File: config.mk
export PLATFORM = sky130hd
export DESIGN_NAME = cmos_status_clock_divider
export DESIGN_NICKNAME = d
export VERILOG_FILES = /design/src/cmos_clk_pkg.sv /design/src/clock_div_stage.sv /design/src/cmos_status_clock_divider.sv
export SDC_FILE = /design/constraint.sdc
export NUM_CORES = 1
export LEC_CHECK = 0
export BUFFER_PORTS_ARGS = -buffer_cell sky130_fd_sc_hd__clkbuf_2
export CAP_MARGIN = 20
export CELL_PAD_IN_SITES_DETAIL_PLACEMENT = 0
export CELL_PAD_IN_SITES_GLOBAL_PLACEMENT = 1
export CORE_MARGIN = 2
export CORE_UTILIZATION = 40
export CTS_CLUSTER_SIZE = 25
export DETAILED_ROUTE_END_ITERATION = 10
export GPL_ROUTABILITY_DRIVEN = 0
export PLACE_DENSITY_LB_ADDON = 0.25
export SYNTH_ARGS = -nofsm -noshare
export SYNTH_HDL_FRONTEND = slang
export SYNTH_HIERARCHICAL = 1
export SYNTH_SLANG_ARGS = --single-unit
File: constraint.sdc
create_clock -name clock -period 6.3 [get_ports clock]
set_input_delay 1.26 -clock clock [delete_from_list [all_inputs] [get_ports clock]]
set_output_delay 1.26 -clock clock [all_outputs]
set_load 0.03 [all_outputs]
File: src/cmos_clk_pkg.sv
// shared constants and types for the cmos status clock divider
package cmos_clk_pkg;
    localparam logic [7:0] ctrl_offset = 8'h2d;
    localparam logic [7:0] div0_offset = 8'h2e;
    localparam logic [7:0] src_offset = 8'h30;
    localparam int prediv_pos = 4;
    localparam int mux_b_pos = 2;
    localparam int mux_a_pos = 0;
    localparam int src_sel_pos = 0;
    localparam logic [7:0] ctrl_reset = 8'h0a;
    localparam logic [7:0] div0_reset = 8'h00;
    localparam logic [7:0] src_reset = 8'h00;
    localparam logic [1:0] prediv_off = 2'h0;
    localparam logic [1:0] prediv_by4 = 2'h1;
    localparam logic [1:0] prediv_by5 = 2'h2;
    localparam logic [8:0] prediv_ratio4 = 9'h004;
    localparam logic [8:0] prediv_ratio5 = 9'h005;
    localparam logic [7:0] div0_min_code = 8'h06;
    localparam logic [8:0] div0_min_ratio = 9'h006;
    typedef enum logic [1:0] {
        mux_div0 = 2'h0,
        mux_div1 = 2'h1,
        mux_status = 2'h2,
        mux_off = 2'h3
    } mux_type;
    typedef struct packed {
        logic [1:0] reserved;
        logic [1:0] prediv;
        mux_type mux_b;
        mux_type mux_a;
    } ctrl_type;
    typedef struct packed {
        logic out;
        logic oe;
    } pin_type;
endpackage

File: src/clock_div_stage.sv
// tick-driven divide-by-n stage with a roughly half-duty level output
`timescale 1ns/1ps
module clock_div_stage
    import cmos_clk_pkg::*;
#(
    parameter int W = 9
)
(
    input wire logic clock,
    input wire logic rstn,
    input wire logic enable,
    input wire logic in_tick,
    input wire logic [W-1:0] ratio,
    output logic out_tick,
    output logic level
);
    // refused at elaboration: a one-bit counter cannot hold any ratio
    if (W < 2)
    begin : g_width_check
        $error("clock_div_stage: W must be at least 2");
    end

    logic [W-1:0] count_r;
    logic [W-1:0] count_nxt;
    logic level_r;
    logic level_nxt;
    logic wrap;

    // >= rather than == so a ratio lowered mid-count still wraps
    assign wrap = count_r >= ratio - W'(1);
    assign out_tick = enable && in_tick && wrap;
    assign level = level_r;

    always_comb
    begin
        count_nxt = count_r;
        if (!enable)
            count_nxt = '0;
        else if (in_tick)
            count_nxt = wrap ? '0 : count_r + W'(1);
        level_nxt = enable && (count_nxt < (ratio >> 1));
    end

    always_ff @(posedge clock or negedge rstn)
    begin
        if (!rstn)
        begin
            count_r <= '0;
            level_r <= 1'b0;
        end
        else
        begin
            count_r <= count_nxt;
            level_r <= level_nxt;
        end
    end

    property p_wrap;
        @(posedge clock) disable iff (!rstn)
        out_tick |=> count_r == '0;
    endproperty
    a_wrap: assert property (p_wrap)
        else $error("divider count did not wrap to zero");
endmodule // clock_div_stage

File: src/cmos_status_clock_divider.sv
// status pin clock routing, pre-divider and cmos divider 0 with registers
//
// Local design decision: strobed register access.
`timescale 1ns/1ps
// How it works
// RULE1: the cmos dividers are fed by either synthesizer's pre-divider.
// RULE2: pre-divider bits [5:4]: 0 off, 1 by 4, 2 by 5, 3 reserved.
// RULE3: pin b source bits [3:2] pick div 0, div 1, status or off; reset 2.
// RULE4: pin a source bits [1:0] pick div 0, div 1, status or off; reset 2.
// RULE5: divider 0 is 8 bits, fed by the pre-divider; value 0 disables it.
// RULE6: values 1 to 5 of divider 0 divide by 6, larger values v by v+1.
// RULE7: software zeroes the reserved bits and avoids prediv code 3.
module cmos_status_clock_divider
    import cmos_clk_pkg::*;
(
    input wire logic clock,
    input wire logic rstn,
    input wire logic [7:0] addr,
    input wire logic [7:0] wdata,
    input wire logic wr,
    input wire logic rd,
    output logic [7:0] rdata,
    input wire logic primary_tick,
    input wire logic second_synthesizer_tick,
    input wire logic div1_level,
    input wire logic status_a_func,
    input wire logic status_b_func,
    output logic status_pin_a_out,
    output logic status_pin_a_oe,
    output logic status_pin_b_out,
    output logic status_pin_b_oe
);
    ////////////////////////////////////////////////////////////////////////
    ctrl_type ctrl_r;
    ctrl_type ctrl_nxt;
    logic [7:0] div0_r;
    logic [7:0] div0_nxt;
    logic src_r;
    logic src_nxt;
    logic [7:0] rdata_r;
    logic [7:0] rdata_nxt;

    always_comb
    begin
        ctrl_nxt = ctrl_r;
        div0_nxt = div0_r;
        src_nxt = src_r;
        rdata_nxt = 8'h00;
        if (wr)
        begin
            // control register reserved bits are stored as written and read back; the source register keeps only bit 0
            case (addr)
                ctrl_offset: ctrl_nxt = ctrl_type'(wdata);
                div0_offset: div0_nxt = wdata;
                src_offset: src_nxt = wdata[src_sel_pos];
                default: ;
            endcase
        end
        if (rd)
        begin
            case (addr)
                ctrl_offset: rdata_nxt = ctrl_r;
                div0_offset: rdata_nxt = div0_r;
                src_offset: rdata_nxt = {7'h00, src_r};
                default: rdata_nxt = 8'h00;
            endcase
        end
    end

    always_ff @(posedge clock or negedge rstn)
    begin
        if (!rstn)
        begin
            ctrl_r <= ctrl_type'(ctrl_reset); // [RULE3] [RULE4]
            div0_r <= div0_reset;
            src_r <= src_reset[src_sel_pos];
            rdata_r <= 8'h00;
        end
        else
        begin
            ctrl_r <= ctrl_nxt;
            div0_r <= div0_nxt;
            src_r <= src_nxt;
            rdata_r <= rdata_nxt;
        end
    end
    assign rdata = rdata_r;

    ////////////////////////////////////////////////////////////////////////
    logic src_tick;
    logic prediv_en;
    logic [8:0] prediv_ratio;
    logic prediv_tick;
    logic div0_en;
    logic [8:0] div0_ratio;
    logic div0_tick;
    logic div0_level;

    assign src_tick = src_r ? second_synthesizer_tick
                            : primary_tick; // [RULE1]

    always_comb
    begin
        // the reserved code is treated as off, so a stray write stays quiet
        prediv_en = 1'b1;
        prediv_ratio = prediv_ratio4;
        case (ctrl_r.prediv)
            prediv_by4: prediv_ratio = prediv_ratio4; // [RULE2]
            prediv_by5: prediv_ratio = prediv_ratio5; // [RULE2]
            default: prediv_en = 1'b0; // [RULE2]
        endcase
        div0_en = prediv_en && (div0_r != 8'h00); // [RULE5]
        if (div0_r < div0_min_code)
            div0_ratio = div0_min_ratio; // [RULE6]
        else
            div0_ratio = {1'b0, div0_r} + 9'h001; // [RULE6]
    end

    clock_div_stage #(.W(9)) u_prediv
    (
        .clock(clock),
        .rstn(rstn),
        .enable(prediv_en),
        .in_tick(src_tick),
        .ratio(prediv_ratio),
        .out_tick(prediv_tick),
        .level()
    );

    clock_div_stage #(.W(9)) u_div0
    (
        .clock(clock),
        .rstn(rstn),
        .enable(div0_en),
        .in_tick(prediv_tick), // [RULE5]
        .ratio(div0_ratio),
        .out_tick(div0_tick),
        .level(div0_level)
    );

    ////////////////////////////////////////////////////////////////////////
    mux_type mux_sel [2];
    logic status_func [2];
    pin_type pin_r [2];
    pin_type pin_nxt [2];

    assign mux_sel[0] = ctrl_r.mux_a;
    assign mux_sel[1] = ctrl_r.mux_b;
    assign status_func[0] = status_a_func;
    assign status_func[1] = status_b_func;

    generate
        for (genvar i = 0; i < 2; i++)
        begin : g_pin
            always_comb
            begin
                pin_nxt[i] = '{out: 1'b0, oe: 1'b1};
                case (mux_sel[i])
                    mux_div0: pin_nxt[i].out = div0_level; // [RULE3] [RULE4]
                    mux_div1: pin_nxt[i].out = div1_level; // [RULE3] [RULE4]
                    mux_status: pin_nxt[i].out = status_func[i];
                    default: pin_nxt[i].oe = 1'b0; // [RULE3] [RULE4]
                endcase
            end

            always_ff @(posedge clock or negedge rstn)
            begin
                if (!rstn)
                    pin_r[i] <= '{out: 1'b0, oe: 1'b0};
                else
                    pin_r[i] <= pin_nxt[i];
            end
        end
    endgenerate

    assign status_pin_a_out = pin_r[0].out;
    assign status_pin_a_oe = pin_r[0].oe;
    assign status_pin_b_out = pin_r[1].out;
    assign status_pin_b_oe = pin_r[1].oe;

    ////////////////////////////////////////////////////////////////////////
    // helper counters: input ticks seen between output ticks, valid only
    // once a full period has passed with no register write
    logic [8:0] hp_r;
    logic hp_ok_r;
    logic [8:0] hd_r;
    logic hd_ok_r;

    always_ff @(posedge clock or negedge rstn)
    begin
        if (!rstn)
        begin
            hp_r <= 9'h000;
            hp_ok_r <= 1'b0;
            hd_r <= 9'h000;
            hd_ok_r <= 1'b0;
        end
        else
        begin
            if (wr)
            begin
                hp_r <= 9'h000;
                hp_ok_r <= 1'b0;
            end
            else if (prediv_tick)
            begin
                hp_r <= 9'h000;
                hp_ok_r <= 1'b1;
            end
            else if (primary_tick && !src_r
                     || second_synthesizer_tick && src_r)
                hp_r <= hp_r + 9'h001;
            if (wr)
            begin
                hd_r <= 9'h000;
                hd_ok_r <= 1'b0;
            end
            else if (div0_tick)
            begin
                hd_r <= 9'h000;
                hd_ok_r <= 1'b1;
            end
            else if (prediv_tick)
                hd_r <= hd_r + 9'h001;
        end
    end

    property p_prediv4;
        @(posedge clock) disable iff (!rstn)
        prediv_tick && hp_ok_r && ctrl_r.prediv == prediv_by4
            |-> hp_r == 9'h003;
    endproperty
    a_prediv4: assert property (p_prediv4) // [RULE1] [RULE2]
        else $error("pre-divider by 4 period wrong");

    property p_prediv5;
        @(posedge clock) disable iff (!rstn)
        prediv_tick && hp_ok_r && ctrl_r.prediv == prediv_by5
            |-> hp_r == 9'h004;
    endproperty
    a_prediv5: assert property (p_prediv5) // [RULE2]
        else $error("pre-divider by 5 period wrong");

    property p_prediv_off;
        @(posedge clock) disable iff (!rstn)
        ctrl_r.prediv == prediv_off |-> !prediv_tick ##1 !div0_level;
    endproperty
    a_prediv_off: assert property (p_prediv_off) // [RULE2]
        else $error("pre-divider ticked while off");

    property p_div0_zero;
        @(posedge clock) disable iff (!rstn)
        div0_r == 8'h00 && !wr |=> !div0_level && !div0_tick;
    endproperty
    a_div0_zero: assert property (p_div0_zero) // [RULE5]
        else $error("divider 0 ran with value zero");

    property p_div0_ratio;
        @(posedge clock) disable iff (!rstn)
        div0_tick && hd_ok_r |-> hd_r == ((div0_r < div0_min_code)
            ? div0_min_ratio - 9'h001 : {1'b0, div0_r});
    endproperty
    a_div0_ratio: assert property (p_div0_ratio) // [RULE6]
        else $error("divider 0 period wrong");

    property p_pin_off;
        @(posedge clock) disable iff (!rstn)
        ctrl_r.mux_a == mux_off |=> !status_pin_a_oe;
    endproperty
    a_pin_off: assert property (p_pin_off) // [RULE4]
        else $error("pin a driven while disabled");

    property p_pin_status;
        @(posedge clock) disable iff (!rstn)
        ctrl_r.mux_b == mux_status |=>
            status_pin_b_oe && status_pin_b_out == $past(status_b_func);
    endproperty
    a_pin_status: assert property (p_pin_status) // [RULE3]
        else $error("pin b status passthrough wrong");

    property p_pin_div0;
        @(posedge clock) disable iff (!rstn)
        ctrl_r.mux_a == mux_div0 |=> status_pin_a_out == $past(div0_level);
    endproperty
    a_pin_div0: assert property (p_pin_div0) // [RULE4]
        else $error("pin a does not follow divider 0");

    property p_reset_mux;
        @(posedge clock)
        !rstn |=> ctrl_r.mux_a == mux_status && ctrl_r.mux_b == mux_status;
    endproperty
    a_reset_mux: assert property (p_reset_mux) // [RULE3] [RULE4]
        else $error("source selects not reset to status");

    c_div0_tick: cover property (@(posedge clock) disable iff (!rstn)
        div0_tick && hd_ok_r);
    c_second_src: cover property (@(posedge clock) disable iff (!rstn)
        src_r && prediv_tick);
    c_pin_b_div1: cover property (@(posedge clock) disable iff (!rstn)
        ctrl_r.mux_b == mux_div1 && status_pin_b_oe);
endmodule // cmos_status_clock_divider

* Word level (Yosys, flattened, before mapping)
Index checks and enable logic that the tools add are counted.
** Word-level totals
- Memories kept :: 0
- Memory bits (writable) :: 0
- Bits in latches :: 0
- Word-level logic and storage cells :: 62
- Bits in registers :: 48
- Output and inout bits :: 12
- Bits of input ports :: 25
- Memory bits (read-only) :: 0
** Cells by class
- Mux-type cells :: 16
- $lt $le $gt $ge :: 4
- Multiply operators :: 0
- Add/subtract/negate cells :: 5
- Shifts and indexed selects :: 0
- Equality and inequality tests :: 10
- Div/mod/pow operators :: 0
- Reduce and logical (&&, ||, !) cells :: 13
- Bitwise operators :: 0
** Operators by type and width (count)
- 9-bit 2-to-1 mux :: 7
- 8-bit by 6-bit equality test with 1-bit output, second input constant :: 3
- 8-bit one-hot mux with 3 select lines :: 1
- 9-bit by 1-bit adder with 9-bit output, second input constant :: 2
- 9-bit >= comparator :: 2
- 8-bit by 1-bit adder with 9-bit output, second input constant :: 1
- 9-bit by 8-bit < comparator with 1-bit output :: 1
- 9-bit by 1-bit subtractor with 9-bit output, second input constant :: 1
- 8-bit by 3-bit < comparator with 1-bit output, second input constant :: 1
- 8-bit 2-to-1 mux :: 1
- 8-bit nonzero test :: 1
- 2-bit by 1-bit equality test with 1-bit output, second input constant :: 3
- 2-bit equality test, second input constant :: 3
- 1-bit one-hot mux with 3 select lines :: 2
- 2-bit AND reduction :: 3
- 3-bit OR reduction :: 2
- 1-bit 2-to-1 mux :: 5
- 1-bit logical AND :: 4
- 2-bit logical NOT :: 2
- 3-bit by 1-bit subtractor with 4-bit output, second input constant :: 1
- 2-bit != test, second input constant :: 1
- 2-bit OR reduction :: 1

* Depth between registers and ports, before layout
Gate-level depths: netlist of the first run.
- Word-level depth :: 9
- Gate-level depth with buffers :: 21
- Gate-level depth less buffers :: 21

* Modules after synthesis
The synthesis of the first run kept the hierarchy.
** Modules (own cells, without submodules)
- clock_div_stage :: area an instance 1049.8 um^2, times used 2, cells an instance 124, seq. area each 250.2 um^2
- cmos_status_clock_divider :: area an instance 1572.8 um^2, times used 1, cells an instance 132, seq. area each 728.2 um^2

* Least setup slack after synthesis of the first run
OpenSTA, ideal clock, no wires.
- Path kind :: reg-to-reg
- From :: register div0_r[5]
- To :: register u_div0.level_r (netlist: u_div0/level)
- Arrival :: 4.185 ns
- Setup slack :: 1.992 ns
- Data required time :: 6.177 ns
- Cell stages (with the launch flop) :: 20
- Library setup time :: 0.123 ns
- Cell sequence :: dfrtp_1 -> or4_4 -> a211oi_2 -> nor2_1 -> inv_1 -> ha_1 -> inv_1 -> nor4_1 -> xnor2_1 -> ha_1 -> nand4_1 -> or2_1 -> o211a_1 -> o21ai_2 -> nor2_1 -> ha_1 -> o21a_1 -> o21ai_0 -> o41a_1 -> o221a_1
** Between the ends
- Longest elaborated chain between the ends :: 9
- Elaborated cells between the ends (all ways) :: 12
** RTL lines
- start, declared :: RTL line cmos_status_clock_divider.sv:36 : logic [7:0] div0_r;
- start signal, assigned :: RTL line cmos_status_clock_divider.sv:75 : div0_r <= div0_reset;
- start signal, assigned :: RTL line cmos_status_clock_divider.sv:82 : div0_r <= div0_nxt;
- 8-bit by 3-bit < comparator with 1-bit output :: RTL line cmos_status_clock_divider.sv:113 : if (div0_r < div0_min_code)
- 9-bit 2-to-1 mux :: RTL line cmos_status_clock_divider.sv:113
- via div0_ratio[0] :: RTL line cmos_status_clock_divider.sv:95 : logic [8:0] div0_ratio;
- 9-bit by 1-bit subtractor with 9-bit output :: RTL line clock_div_stage.sv:30 : assign wrap = count_r >= ratio - W'(1);
- 9-bit >= comparator :: RTL line clock_div_stage.sv:30
- 9-bit 2-to-1 mux :: RTL line clock_div_stage.sv:40 : count_nxt = wrap ? '0 : count_r + W'(1);
- 9-bit 2-to-1 mux :: RTL line clock_div_stage.sv:39 : else if (in_tick)
- 9-bit 2-to-1 mux :: RTL line clock_div_stage.sv:37 : if (!enable)
- via u_div0.count_nxt[6] :: RTL line clock_div_stage.sv:24 : logic [W-1:0] count_nxt;
- 9-bit by 8-bit < comparator with 1-bit output :: RTL line clock_div_stage.sv:41 : level_nxt = enable && (count_nxt < (ratio >> 1));
- 1-bit logical AND :: RTL line clock_div_stage.sv:41
- via u_div0.level_nxt :: RTL line clock_div_stage.sv:26 : logic level_nxt;
- end signal, assigned :: RTL line clock_div_stage.sv:54 : level_r <= level_nxt;
- end, declared :: RTL line clock_div_stage.sv:25 : logic level_r;
The timed path passes the listed nets, and every way through them passes these cells.
A chain may end at the register's enable or synchronous reset.

* Worst setup path after layout of the first run
Ends and elaborated chain as after synthesis.

==> impl_results.md, run 1 <==
* Run status: finished clean
* Seq. cell area at 1200 um^2
* Place WS at 1630 ps
* Die area at 9400 um^2
* Clk slew on worst S/H paths at 110 ps
* H-tree depth at 2
* Number of global-route vias before repair at 2,597
* Number of antenna violations at the first check in global routing at 0
* Latest clock arrival within the worst-skew pair at 310 ps
* 1st-pass router iterations at 4
* CP Class: reg -> reg
* Required @ worst endpoint at 6510 ps
* Die width at 96.9 um
* Fill cell count at 791
* Initial detailed-routing violation count at 81
* CTS resizes at 0
* LEAKAGE at 1.70 nW
* Drt drc at 0
* Ant. Diodes at 0
* Clock Skew at 7.66 ps
* Synth Area per Inst at 9.76 um^2
* Clk buf depth at 2
* Final Hold Viols at 0
* Multi-input gate area at 2140 um^2
* Cells after Synth at 354
* Share of cells above drive strength 1 at 19.7%
* Post-CTS setup buffers at 0
* Crit. End Element: flip-flop
* Pwr Total at 0.000647 W
* Period minus WS final at 4700 ps
* Initial core utilization at 41.6%
* Worst slew margin at 57.6%
* Worst Path Arrival at 4900 ps
* Setup violations, final at 0
* RSZ-0062 raised after global routing: no
* # hold bufs at CTS at 0
* Total negative slack at 0 ps
* Final wirelength at 7.67 mm
* Slew Limit Fails at 0
* Pwr Density at 167 nW/um^2
* Max Freq at 0.213 GHz
* CORE AREA at 8300 um^2
* WL/cell at 15.0 um
* PortBufs at 36
* Area Overhead vs Synth at 12.1%
* First-pass GRT wire length at 12.7 mm
* Site Rows at 33
* DPL Wire Length at 5.82 mm
* Number of warnings issued by yosys at 6
* Crit Path Max Fanout at 7
* Num CTS Buffers at 5
* Worst Tran Pin Value at 637 ps
* Die height at 96.9 um
* CTS Sinks at 48
* Final WS setup at 1600 ps
* Largest net degree at the start of global routing at 49
* Peak VDD IR at 0.0851 mV
* Critical path launch point type: flip-flop
* Final Core Density at 46.7%
* Worst min-delay path category: reg -> reg
* Worst hold slack at 499 ps
* TritonCTS clock tree: yes
* Global-route usage over all layers at 16.3%
* Max-Cap Viols at 0
* Top Ports at 37
* DR vias at 2,680
* Aggregate global routing overflow at 0
* Clk root buf: clkbuf_8
* Final Net Count at 463
* DR vias/cell at 5.23
* Post-route ant nets at 0
* Part of the cycle the worst path needs at 74.5%
* Synthesized cell area at 3450 um^2
critical path: stages (launching register included):
cell	delay [ps]
dfrtp_1	470
or4_4	570
a211oi_2	240
nor2_1	110
inv_1	110
ha_1	200
inv_1	60
nor4_1	360
xnor2_1	120
ha_1	320
nand4_1	90
or2_1	250
o211a_1	250
o21ai_2	210
nor2_1	100
ha_1	300
o21a_1	110
o21ai_0	100
o41a_1	390
o221a_1	240
flip-flops by register name, summed over array words and instances (netlist names):
signal,cells
u_div0/count_r,9
u_prediv/count_r,9
ctrl_r,8
div0_r,8
rdata,8
src_r,1
status_pin_a_oe,1
status_pin_a_out,1
status_pin_b_oe,1
status_pin_b_out,1
u_div0/level,1
cell type report:
type                            instances  share of cell area, %
Clock buffer                            5                   1.78
Clock inverter                          3                  0.679
Inverter                               28                   2.71
Multi-Input combinational cell        285                   55.3
Sequential cell                        48                   31.1
Tap cell                              105                   3.39
Timing Repair Buffer                   38                   5.04
cell usage in the layout, fill, tap and decap left out, types with 4 or more instances in the layout:
cell	instances
nand3_1	10
clkbuf_2	36
dfrtp_1	46
nor2_1	21
clkbuf_8	5
conb_1	17
nand4_1	20
mux2_1	9
nor4_1	4
a21o_1	6
mux2_4	8
xnor2_1	23
inv_1	26
and3_1	4
or3_1	4
a21oi_1	13
o21ai_0	6
ha_1	32
nand2_1	29
nand3_2	4
xor2_1	5
a22oi_1	8
path summary, 6_finish.rpt:
kind                            cells past startpoint  slack [ps]                        end                  start
min in group asynchronous                           2        1050     u_div0/level$_DFF_PN0_                   rstn
worst max-delay path                               19        1600     u_div0/level$_DFF_PN0_  div0_r[5]$_DFFE_PN0P_
worst min-delay path                                1         500  status_pin_b_oe$_DFF_PN0_  ctrl_r[3]$_DFFE_PN1P_
max in group asynchronous                           2        4820      div0_r[5]$_DFFE_PN0P_                   rstn
worst max register to register                     19        1600     u_div0/level$_DFF_PN0_  div0_r[5]$_DFFE_PN0P_
worst min register to register                      1         500  status_pin_b_oe$_DFF_PN0_  ctrl_r[3]$_DFFE_PN1P_
metrics by stage:
step,instances,instance area (um^2)
6_report,512,3870
5_1_grt,512,3870
4_1_cts,512,3870
3_5_place_dp,504,3780
3_3_place_gp,504,3780
2_1_floorplan,369,3510
power by group:
| part | switching [W] | internal, W | total, W |
|---|---|---|---|
| logic | 0.0000689 | 0.0000489 | 0.000118 |
| clock network | 0.000122 | 0.0000821 | 0.000204 |
| registers | 0.00000953 | 0.000316 | 0.000325 |
layer usage:
layer / GRT usage, % / up-vias / part of all wire, %
met5: 0 / - / 0
li1: - / 1362 / -
met4: 3.68 / 0 / 0.99
met2: 26.9 / 57 / 46
met3: 2.67 / 10 / 2.8
met1: 22.4 / 1251 / 51
Power figures use the tool's default switching activity.
==> run 2, diff against run 1 <==
--- a/config.mk
+++ b/config.mk
@@ -5,6 +5,7 @@
 export SDC_FILE = /design/constraint.sdc
 export NUM_CORES = 1
 export LEC_CHECK = 0
+export ABC_AREA = 1
 export BUFFER_PORTS_ARGS = -buffer_cell sky130_fd_sc_hd__clkbuf_2
 export CAP_MARGIN = 20
 export CELL_PAD_IN_SITES_DETAIL_PLACEMENT = 0
==> constraint.sdc (replaced) <==
create_clock -name clock -period 4.4 [get_ports clock]
set_input_delay 0.88 -clock clock [delete_from_list [all_inputs] [get_ports clock]]
set_output_delay 0.88 -clock clock [all_outputs]
set_load 0.03 [all_outputs]
==> run 2 against run 1 <==
- global-route usage is 1.2 points higher
- non-clock buffer count did not move
- sequential share of layout area is 0.050 points higher
- combinational power grew to 4.2 times the previous value
- largest cell class unchanged
- largest power group unchanged
==> impl_results.md, run 2 <==
* PortBufs at 36 (unchanged)
* Largest net degree at the start of global routing at 33 (was 49)
* DR vias at 2,832 (was 2,680)
* Initial core utilization at 41.4% (was 41.6%)
* Critical path launch point type: flip-flop (unchanged)
* Leading cell type in the layout, fill and taps excluded: nand2_1 (was dfrtp_1)
* Part of the cycle the worst path needs at 86.9% (was 74.5%)
* Number of antenna violations at the first check in global routing at 0 (unchanged)
* DR vias/cell at 4.73 (was 5.23)
* Ant. Diodes at 0 (unchanged)
* Latest clock arrival within the worst-skew pair at 310 ps (about the same)
* CTS resizes at 0 (unchanged)
* Setup violations, final at 0 (unchanged)
* Required @ worst endpoint at 4630 ps (was 6510 ps)
* Synth Area per Inst at 7.86 um^2 (was 9.76 um^2)
* Top Ports at 37 (unchanged)
* CTS Sinks at 48 (unchanged)
* WL/cell at 11.9 um (was 15.0 um)
* Global-route usage over all layers at 17.5% (was 16.3%)
* Final Net Count at 550 (was 463)
* Total negative slack at 0 ps (unchanged)
* CORE AREA at 8260 um^2 (was 8300 um^2)
* Fill cell count at 868 (was 791)
* Placed Cells at 591 (was 504)
* WHS Path Cells at 1 (unchanged)
* Final Hold Viols at 0 (unchanged)
* Worst r2r dst: u_div0/level$_DFF_PN0_ (unchanged)
* Clk buf depth at 2 (unchanged)
* TritonCTS clock tree: yes (unchanged)
* # hold bufs at CTS at 0 (unchanged)
* Crit. End Element: flip-flop (unchanged)
* Aggregate global routing overflow at 0 (unchanged)
* Reg2Reg Setup Slack at 580 ps (was 1600 ps)
* Cell Count, Final, Fillers Out at 599 (was 512)
* Die area at 9300 um^2 (was 9400 um^2)
* Most frequent cells in the layout: nand2_1, inv_1, dfrtp_1, nor2_1, clkbuf_2 (was dfrtp_1, clkbuf_2, ha_1, nand2_1, inv_1)
* Post-route ant nets at 0 (unchanged)
* CP Class: reg -> reg (unchanged)
* First-pass GRT wire length at 12.6 mm (was 12.7 mm)
* RSZ-0062 raised after global routing: no (unchanged)
* Largest regs: u_div0/count_r x9, u_prediv/count_r x9 (unchanged)
* Synthesized cell area at 3420 um^2 (was 3450 um^2)
* Pwr Density at 343 nW/um^2 (was 167 nW/um^2)
* H-tree depth at 2 (unchanged)
* Crit Reg-Reg Startpoint: div0_r[5]$_DFFE_PN0P_ (unchanged)
* Number of global-route vias before repair at 2,801 (was 2,597)
* Worst min-delay path category: reg -> reg (unchanged)
* Crit Path Max Fanout at 7 (unchanged)
* Clk slew on worst S/H paths at 100 ps (was 110 ps)
* Clk root buf: clkbuf_8 (unchanged)
* Hold EP: status_pin_a_oe$_DFF_PN0_ (was status_pin_b_oe$_DFF_PN0_)
* Hold Crit Start: ctrl_r[0]$_DFFE_PN0P_ (was ctrl_r[3]$_DFFE_PN1P_)
* Initial detailed-routing violation count at 79 (was 81)
* Num CTS Buffers at 5 (unchanged)
* Max Freq at 0.261 GHz (was 0.213 GHz)
* Clock Skew at 14.9 ps (was 7.66 ps)
* Final wirelength at 7.15 mm (was 7.67 mm)
* Number of warnings issued by yosys at 6 (unchanged)
* Max-Cap Viols at 0 (unchanged)
* 1st-pass router iterations at 4 (unchanged)
* Post-CTS setup buffers at 0 (unchanged)
* DPL Wire Length at 5.85 mm (was 5.82 mm)
* Share of cells above drive strength 1 at 17.2% (was 19.7%)
* Drt drc at 0 (unchanged)
* Site Rows at 33 (unchanged)
* Reg2Reg Depth at 22 (was 19)
* Period minus WS final at 3820 ps (was 4700 ps)
* LEAKAGE at 2.15 nW (was 1.70 nW)
* Peak VDD IR at 0.205 mV (was 0.0851 mV)
* Slew Limit Fails at 0 (unchanged)
* Die height at 96.5 um (was 96.9 um)
* Area Overhead vs Synth at 13.1% (was 12.1%)
* Worst Path Arrival at 4050 ps (was 4900 ps)
* Run status: finished clean (unchanged)
* Die width at 96.5 um (was 96.9 um)
* Cells after Synth at 435 (was 354)
==> run 2: critical path: stages (launching register included) <==
cell and delay (ps):
dfrtp_1 460, inv_1 100, nand4_1 130, nor3_1 250, nor2_1 70, inv_1 120, ha_1 230, nand4_1 160
nor3_1 210, xor2_1 170, ha_1 250, a21oi_1 140, o21a_1 130, nand2_1 50, nand2_1 120, nand2_2 130
nor3_2 200, ha_1 280, nand2_1 90, nor2_1 50, a211oi_1 150, nand2_1 100, a21oi_2 120
==> run 2: power by group <==
group / switching [W] / leakage, nW / internal (W)
registers: 0.0000586 / 0.591 / 0.000496
clock network: 0.000159 / 0.0445 / 0.000113
logic: 0.000306 / 1.51 / 0.000193
==> run 2: final cells by class <==
type	count	area [um^2]	area share, %
Multi-Input combinational cell	327	1970	51.0
Tap cell	105	131	3.40
Clock buffer	5	68.8	1.78
Sequential cell	48	1200	31.1
Timing Repair Buffer	38	195	5.05
Inverter	73	274	7.09
Clock inverter	3	21.3	0.550
==> run 2: worst max-delay path by stage <==
stage,startpoint,end,slack (ps),cells after the start
after global routing,div0_r[0]$_DFFE_PN0P_,u_div0/level$_DFF_PN0_,60,21
after global placement,div0_r[0]$_DFFE_PN0P_,u_div0/level$_DFF_PN0_,590,21
final,div0_r[5]$_DFFE_PN0P_,u_div0/level$_DFF_PN0_,580,22
after floorplan,div0_r[0]$_DFFE_PN0P_,u_div0/level$_DFF_PN0_,900,21
after detailed placement,div0_r[0]$_DFFE_PN0P_,u_div0/level$_DFF_PN0_,480,21
after CTS,div0_r[0]$_DFFE_PN0P_,u_div0/level$_DFF_PN0_,430,21
==> run 2: metal layers <==
metal  vias up  global-route usage (%)  wire [um]
met3         7                    2.17        188
met5         -                       0          0
met4         0                    4.58         73
met1      1308                    24.2       3680
met2        33                    29.0       3210
li1       1484                       -          -
==> run 2: per-stage QoR <==
step	instance area (um^2)	hold WS (ps)	utilization [%]	setup WS, ps	total power (W)
finish	3870	480	46.8	575	0.00133
global route	3870	505	46.8	64.7	0.00146
CTS	3850	485	46.7	432	0.00134
detailed placement	3760	471	45.6	477	0.00106
global placement	3760	454	45.6	590	0.00105
floorplan	3480	426	-	902	0.000936
==> run 3, diff against run 2 <==
--- a/config.mk
+++ b/config.mk
@@ -15,6 +15,7 @@
 export CTS_CLUSTER_SIZE = 25
 export DETAILED_ROUTE_END_ITERATION = 10
 export GPL_ROUTABILITY_DRIVEN = 0
+export GPL_TIMING_DRIVEN = 0
 export PLACE_DENSITY_LB_ADDON = 0.25
 export SYNTH_ARGS = -nofsm -noshare
 export SYNTH_HDL_FRONTEND = slang
==> run 3 against run 2 <==
- core utilization is 0.53 points higher
- global-route usage decreased by 0.17 points
- non-clock buffer count rose by 2
- critical endpoint unchanged
- highest routed layer unchanged
==> impl_results.md, run 3 (synthesized netlist as in run 2, its figures left out) <==
* DR vias/cell at 4.68 (was 4.73)
* Max Freq at 0.243 GHz (was 0.261 GHz)
* Required @ worst endpoint at 4640 ps (was 4630 ps)
* DR vias at 2,813 (was 2,832)
* Final Hold Viols at 0 (unchanged)
* Total negative slack at 0 ps (unchanged)
* Critical path launch point type: flip-flop (unchanged)
* Slew Limit Fails at 0 (unchanged)
* Ant. Diodes at 0 (unchanged)
* Area Overhead vs Synth at 14.3% (was 13.1%)
* Final Net Count at 552 (was 550)
* Final Core Density at 47.3% (was 46.8%)
* Buf+Inv Stages, Crit Path at 2 (unchanged)
* Largest net degree at the start of global routing at 32 (was 33)
* RSZ-0062 raised after global routing: no (unchanged)
* Fill cell count at 828 (was 868)
* Largest regs: u_div0/count_r x9, u_prediv/count_r x9 (unchanged)
* Worst min-delay path category: reg -> reg (unchanged)
* Part of the cycle the worst path needs at 93.4% (was 86.9%)
* TritonCTS clock tree: yes (unchanged)
* Peak VDD IR at 0.193 mV (was 0.205 mV)
* Delay-heaviest family, CP: simple AND/OR/NAND/NOR gates (unchanged)
* Crit path capture: u_div0/level$_DFF_PN0_ (unchanged)
* Crit. path cell count at 21 (was 22)
* Period minus WS final at 4110 ps (was 3820 ps)
* Site Rows at 33 (unchanged)
* Crit Reg-Reg Startpoint: div0_r[0]$_DFFE_PN0P_ (was div0_r[5]$_DFFE_PN0P_)
* Worst setup startpoint: div0_r[0]$_DFFE_PN0P_ (was div0_r[5]$_DFFE_PN0P_)
* WL/cell at 12.0 um (was 11.9 um)
* Max incr delay on CP at 460 ps (about the same)
* Number of global-route vias before repair at 2,725 (was 2,801)
* Worst Tran Pin Value at 503 ps
* Fin area at 3910 um^2 (was 3870 um^2)
* Cell Area, Placed at 3810 um^2 (was 3760 um^2)
* Global-route usage over all layers at 17.3% (was 17.5%)
* Crit Path Max Fanout at 7 (unchanged)
* CORE AREA at 8260 um^2 (unchanged)
* Initial core utilization at 41.4% (unchanged)
* Post-CTS setup buffers at 0 (unchanged)
* Run status: finished clean (unchanged)
* Crit. End Element: flip-flop (unchanged)
* Clock Skew at 9.26 ps (was 14.9 ps)
* Reg2Reg Depth at 21 (was 22)
* Max-Cap Viols at 0 (unchanged)
* Final wirelength at 7.20 mm (was 7.15 mm)
* Num CTS Buffers at 5 (unchanged)
* Initial detailed-routing violation count at 65 (was 79)
* Post-route ant nets at 0 (unchanged)
* Reg2Reg Setup Slack at 290 ps (was 580 ps)
* LEAKAGE at 2.16 nW (was 2.15 nW)
* Setup violations, final at 0 (unchanged)
* Clk buf depth at 2 (unchanged)
* Die width at 96.5 um (unchanged)
* Worst slew margin at 66.5%
* Drt drc at 0 (unchanged)
* Share of cells above drive strength 1 at 17.1% (was 17.2%)
* CTS Sinks at 48 (unchanged)
* Die height at 96.5 um (unchanged)
* Crit-path cells: inv_1, ha_1, or2_2, inv_1, ha_1, nand4_1, nor3_1, xor2_1, ha_1, a21oi_1, o21a_1, nand2_1, nand2_1, nand2_1, nor3_2, ha_1, a21oi_1, nor2_1, a211oi_1, nand2_1, a21oi_2 (was inv_1, nand4_1, nor3_1, nor2_1, inv_1, ha_1, nand4_1, nor3_1, xor2_1, ha_1, a21oi_1, o21a_1, nand2_1, nand2_1, nand2_2, nor3_2, ha_1, nand2_1, nor2_1, a211oi_1, nand2_1, a21oi_2)
* Worst r2r dst: u_div0/level$_DFF_PN0_ (unchanged)
* Worst Path Arrival at 4350 ps (was 4050 ps)
* DPL Wire Length at 5.85 mm (about the same)
* Critical Path Slowest Stage Cell: dfrtp_1 (unchanged)
* H-tree depth at 2 (unchanged)
* Aggregate global routing overflow at 0 (unchanged)
* PortBufs at 36 (unchanged)
* Top Ports at 37 (unchanged)
* Latest clock arrival within the worst-skew pair at 310 ps (about the same)
* Number of antenna violations at the first check in global routing at 0 (unchanged)
* Leading cell type in the layout, fill and taps excluded: nand2_1 (unchanged)
* First-pass GRT wire length at 12.4 mm (was 12.6 mm)
* Clk root buf: clkbuf_8 (unchanged)
* Most frequent cells in the layout: nand2_1, inv_1, dfrtp_1, nor2_1, clkbuf_2 (unchanged)
* 1st-pass router iterations at 4 (unchanged)
* Die area at 9300 um^2 (unchanged)
* Pwr Density at 341 nW/um^2 (was 343 nW/um^2)
* Clk slew on worst S/H paths at 100 ps (about the same)
* CP Class: reg -> reg (unchanged)
run 3: cell count changes in the layout (fill, tap and decap cells not counted):
cell      change
buf_8         +1
inv_6         -1
buf_12        +2
clkbuf_1      +1
nand2_1       +1
buf_4         -1
nand2_2       -1
clkinv_4      +1
clkinv_2      -1
run 3: report_power, final:
part / switching, W / leakage, nW / internal, W
registers: 0.0000588 / 0.591 / 0.000496
logic: 0.000310 / 1.53 / 0.000194
clock network: 0.000161 / 0.0414 / 0.000113
run 3: per-stage QoR:
step | instances | total power, W | hold WS (ps) | setup slack [ps]
2_1_floorplan | 451 | 0.000936 | 426 | 902
3_3_place_gp | 592 | 0.00105 | 468 | 204
3_5_place_dp | 593 | 0.00107 | 469 | 196
4_1_cts | 601 | 0.00135 | 489 | 163
5_1_grt | 601 | 0.00146 | 518 | 3.37
6_report | 601 | 0.00133 | 491 | 288
run 3: worst reg2reg max path, cell delays in order (launching register included):
cell,delay (ps)
dfrtp_1,460
inv_1,110
ha_1,290
or2_2,330
inv_1,70
ha_1,200
nand4_1,180
nor3_1,240
xor2_1,190
ha_1,260
a21oi_1,140
o21a_1,130
nand2_1,50
nand2_1,100
nand2_1,190
nor3_2,250
ha_1,300
a21oi_1,140
nor2_1,60
a211oi_1,160
nand2_1,90
a21oi_2,110
run 3: worst min path at each step:
stage | start | to | slack, ps | depth (start not counted)
global route | ctrl_r[1]$_DFFE_PN1P_ | status_pin_a_oe$_DFF_PN0_ | 520 | 1
CTS | ctrl_r[0]$_DFFE_PN0P_ | status_pin_a_oe$_DFF_PN0_ | 490 | 1
global placement | ctrl_r[0]$_DFFE_PN0P_ | status_pin_a_oe$_DFF_PN0_ | 470 | 1
detailed placement | ctrl_r[1]$_DFFE_PN1P_ | status_pin_a_oe$_DFF_PN0_ | 470 | 1
finish | ctrl_r[0]$_DFFE_PN0P_ | status_pin_a_oe$_DFF_PN0_ | 490 | 1
floorplan | ctrl_r[0]$_DFFE_PN0P_ | status_pin_a_oe$_DFF_PN0_ | 430 | 1
run 3: layout make-up:
cell class                      count  area [um^2]  share of cell area [%]
Tap cell                          105          131                    3.36
Clock inverter                      2         16.3                   0.416
Sequential cell                    48         1200                    30.8
Timing Repair Buffer               37          200                    5.12
Inverter                           73          274                    7.01
Buffer                              3         42.5                    1.09
Multi-Input combinational cell    327         1970                    50.4
Clock buffer                        6         72.6                    1.86
run 3: repair_timing:
item	4_1_cts	5_1_grt
setup endpoints to repair	0	1
resized for setup	0	2
hold buffers	0	0
run 3: per-layer routing:
metal	global-route usage, %	part of all wire, %
met1	24.4	51
met2	28.1	45
met3	2.17	3.3
met4	4.58	1.2
met5	0	0
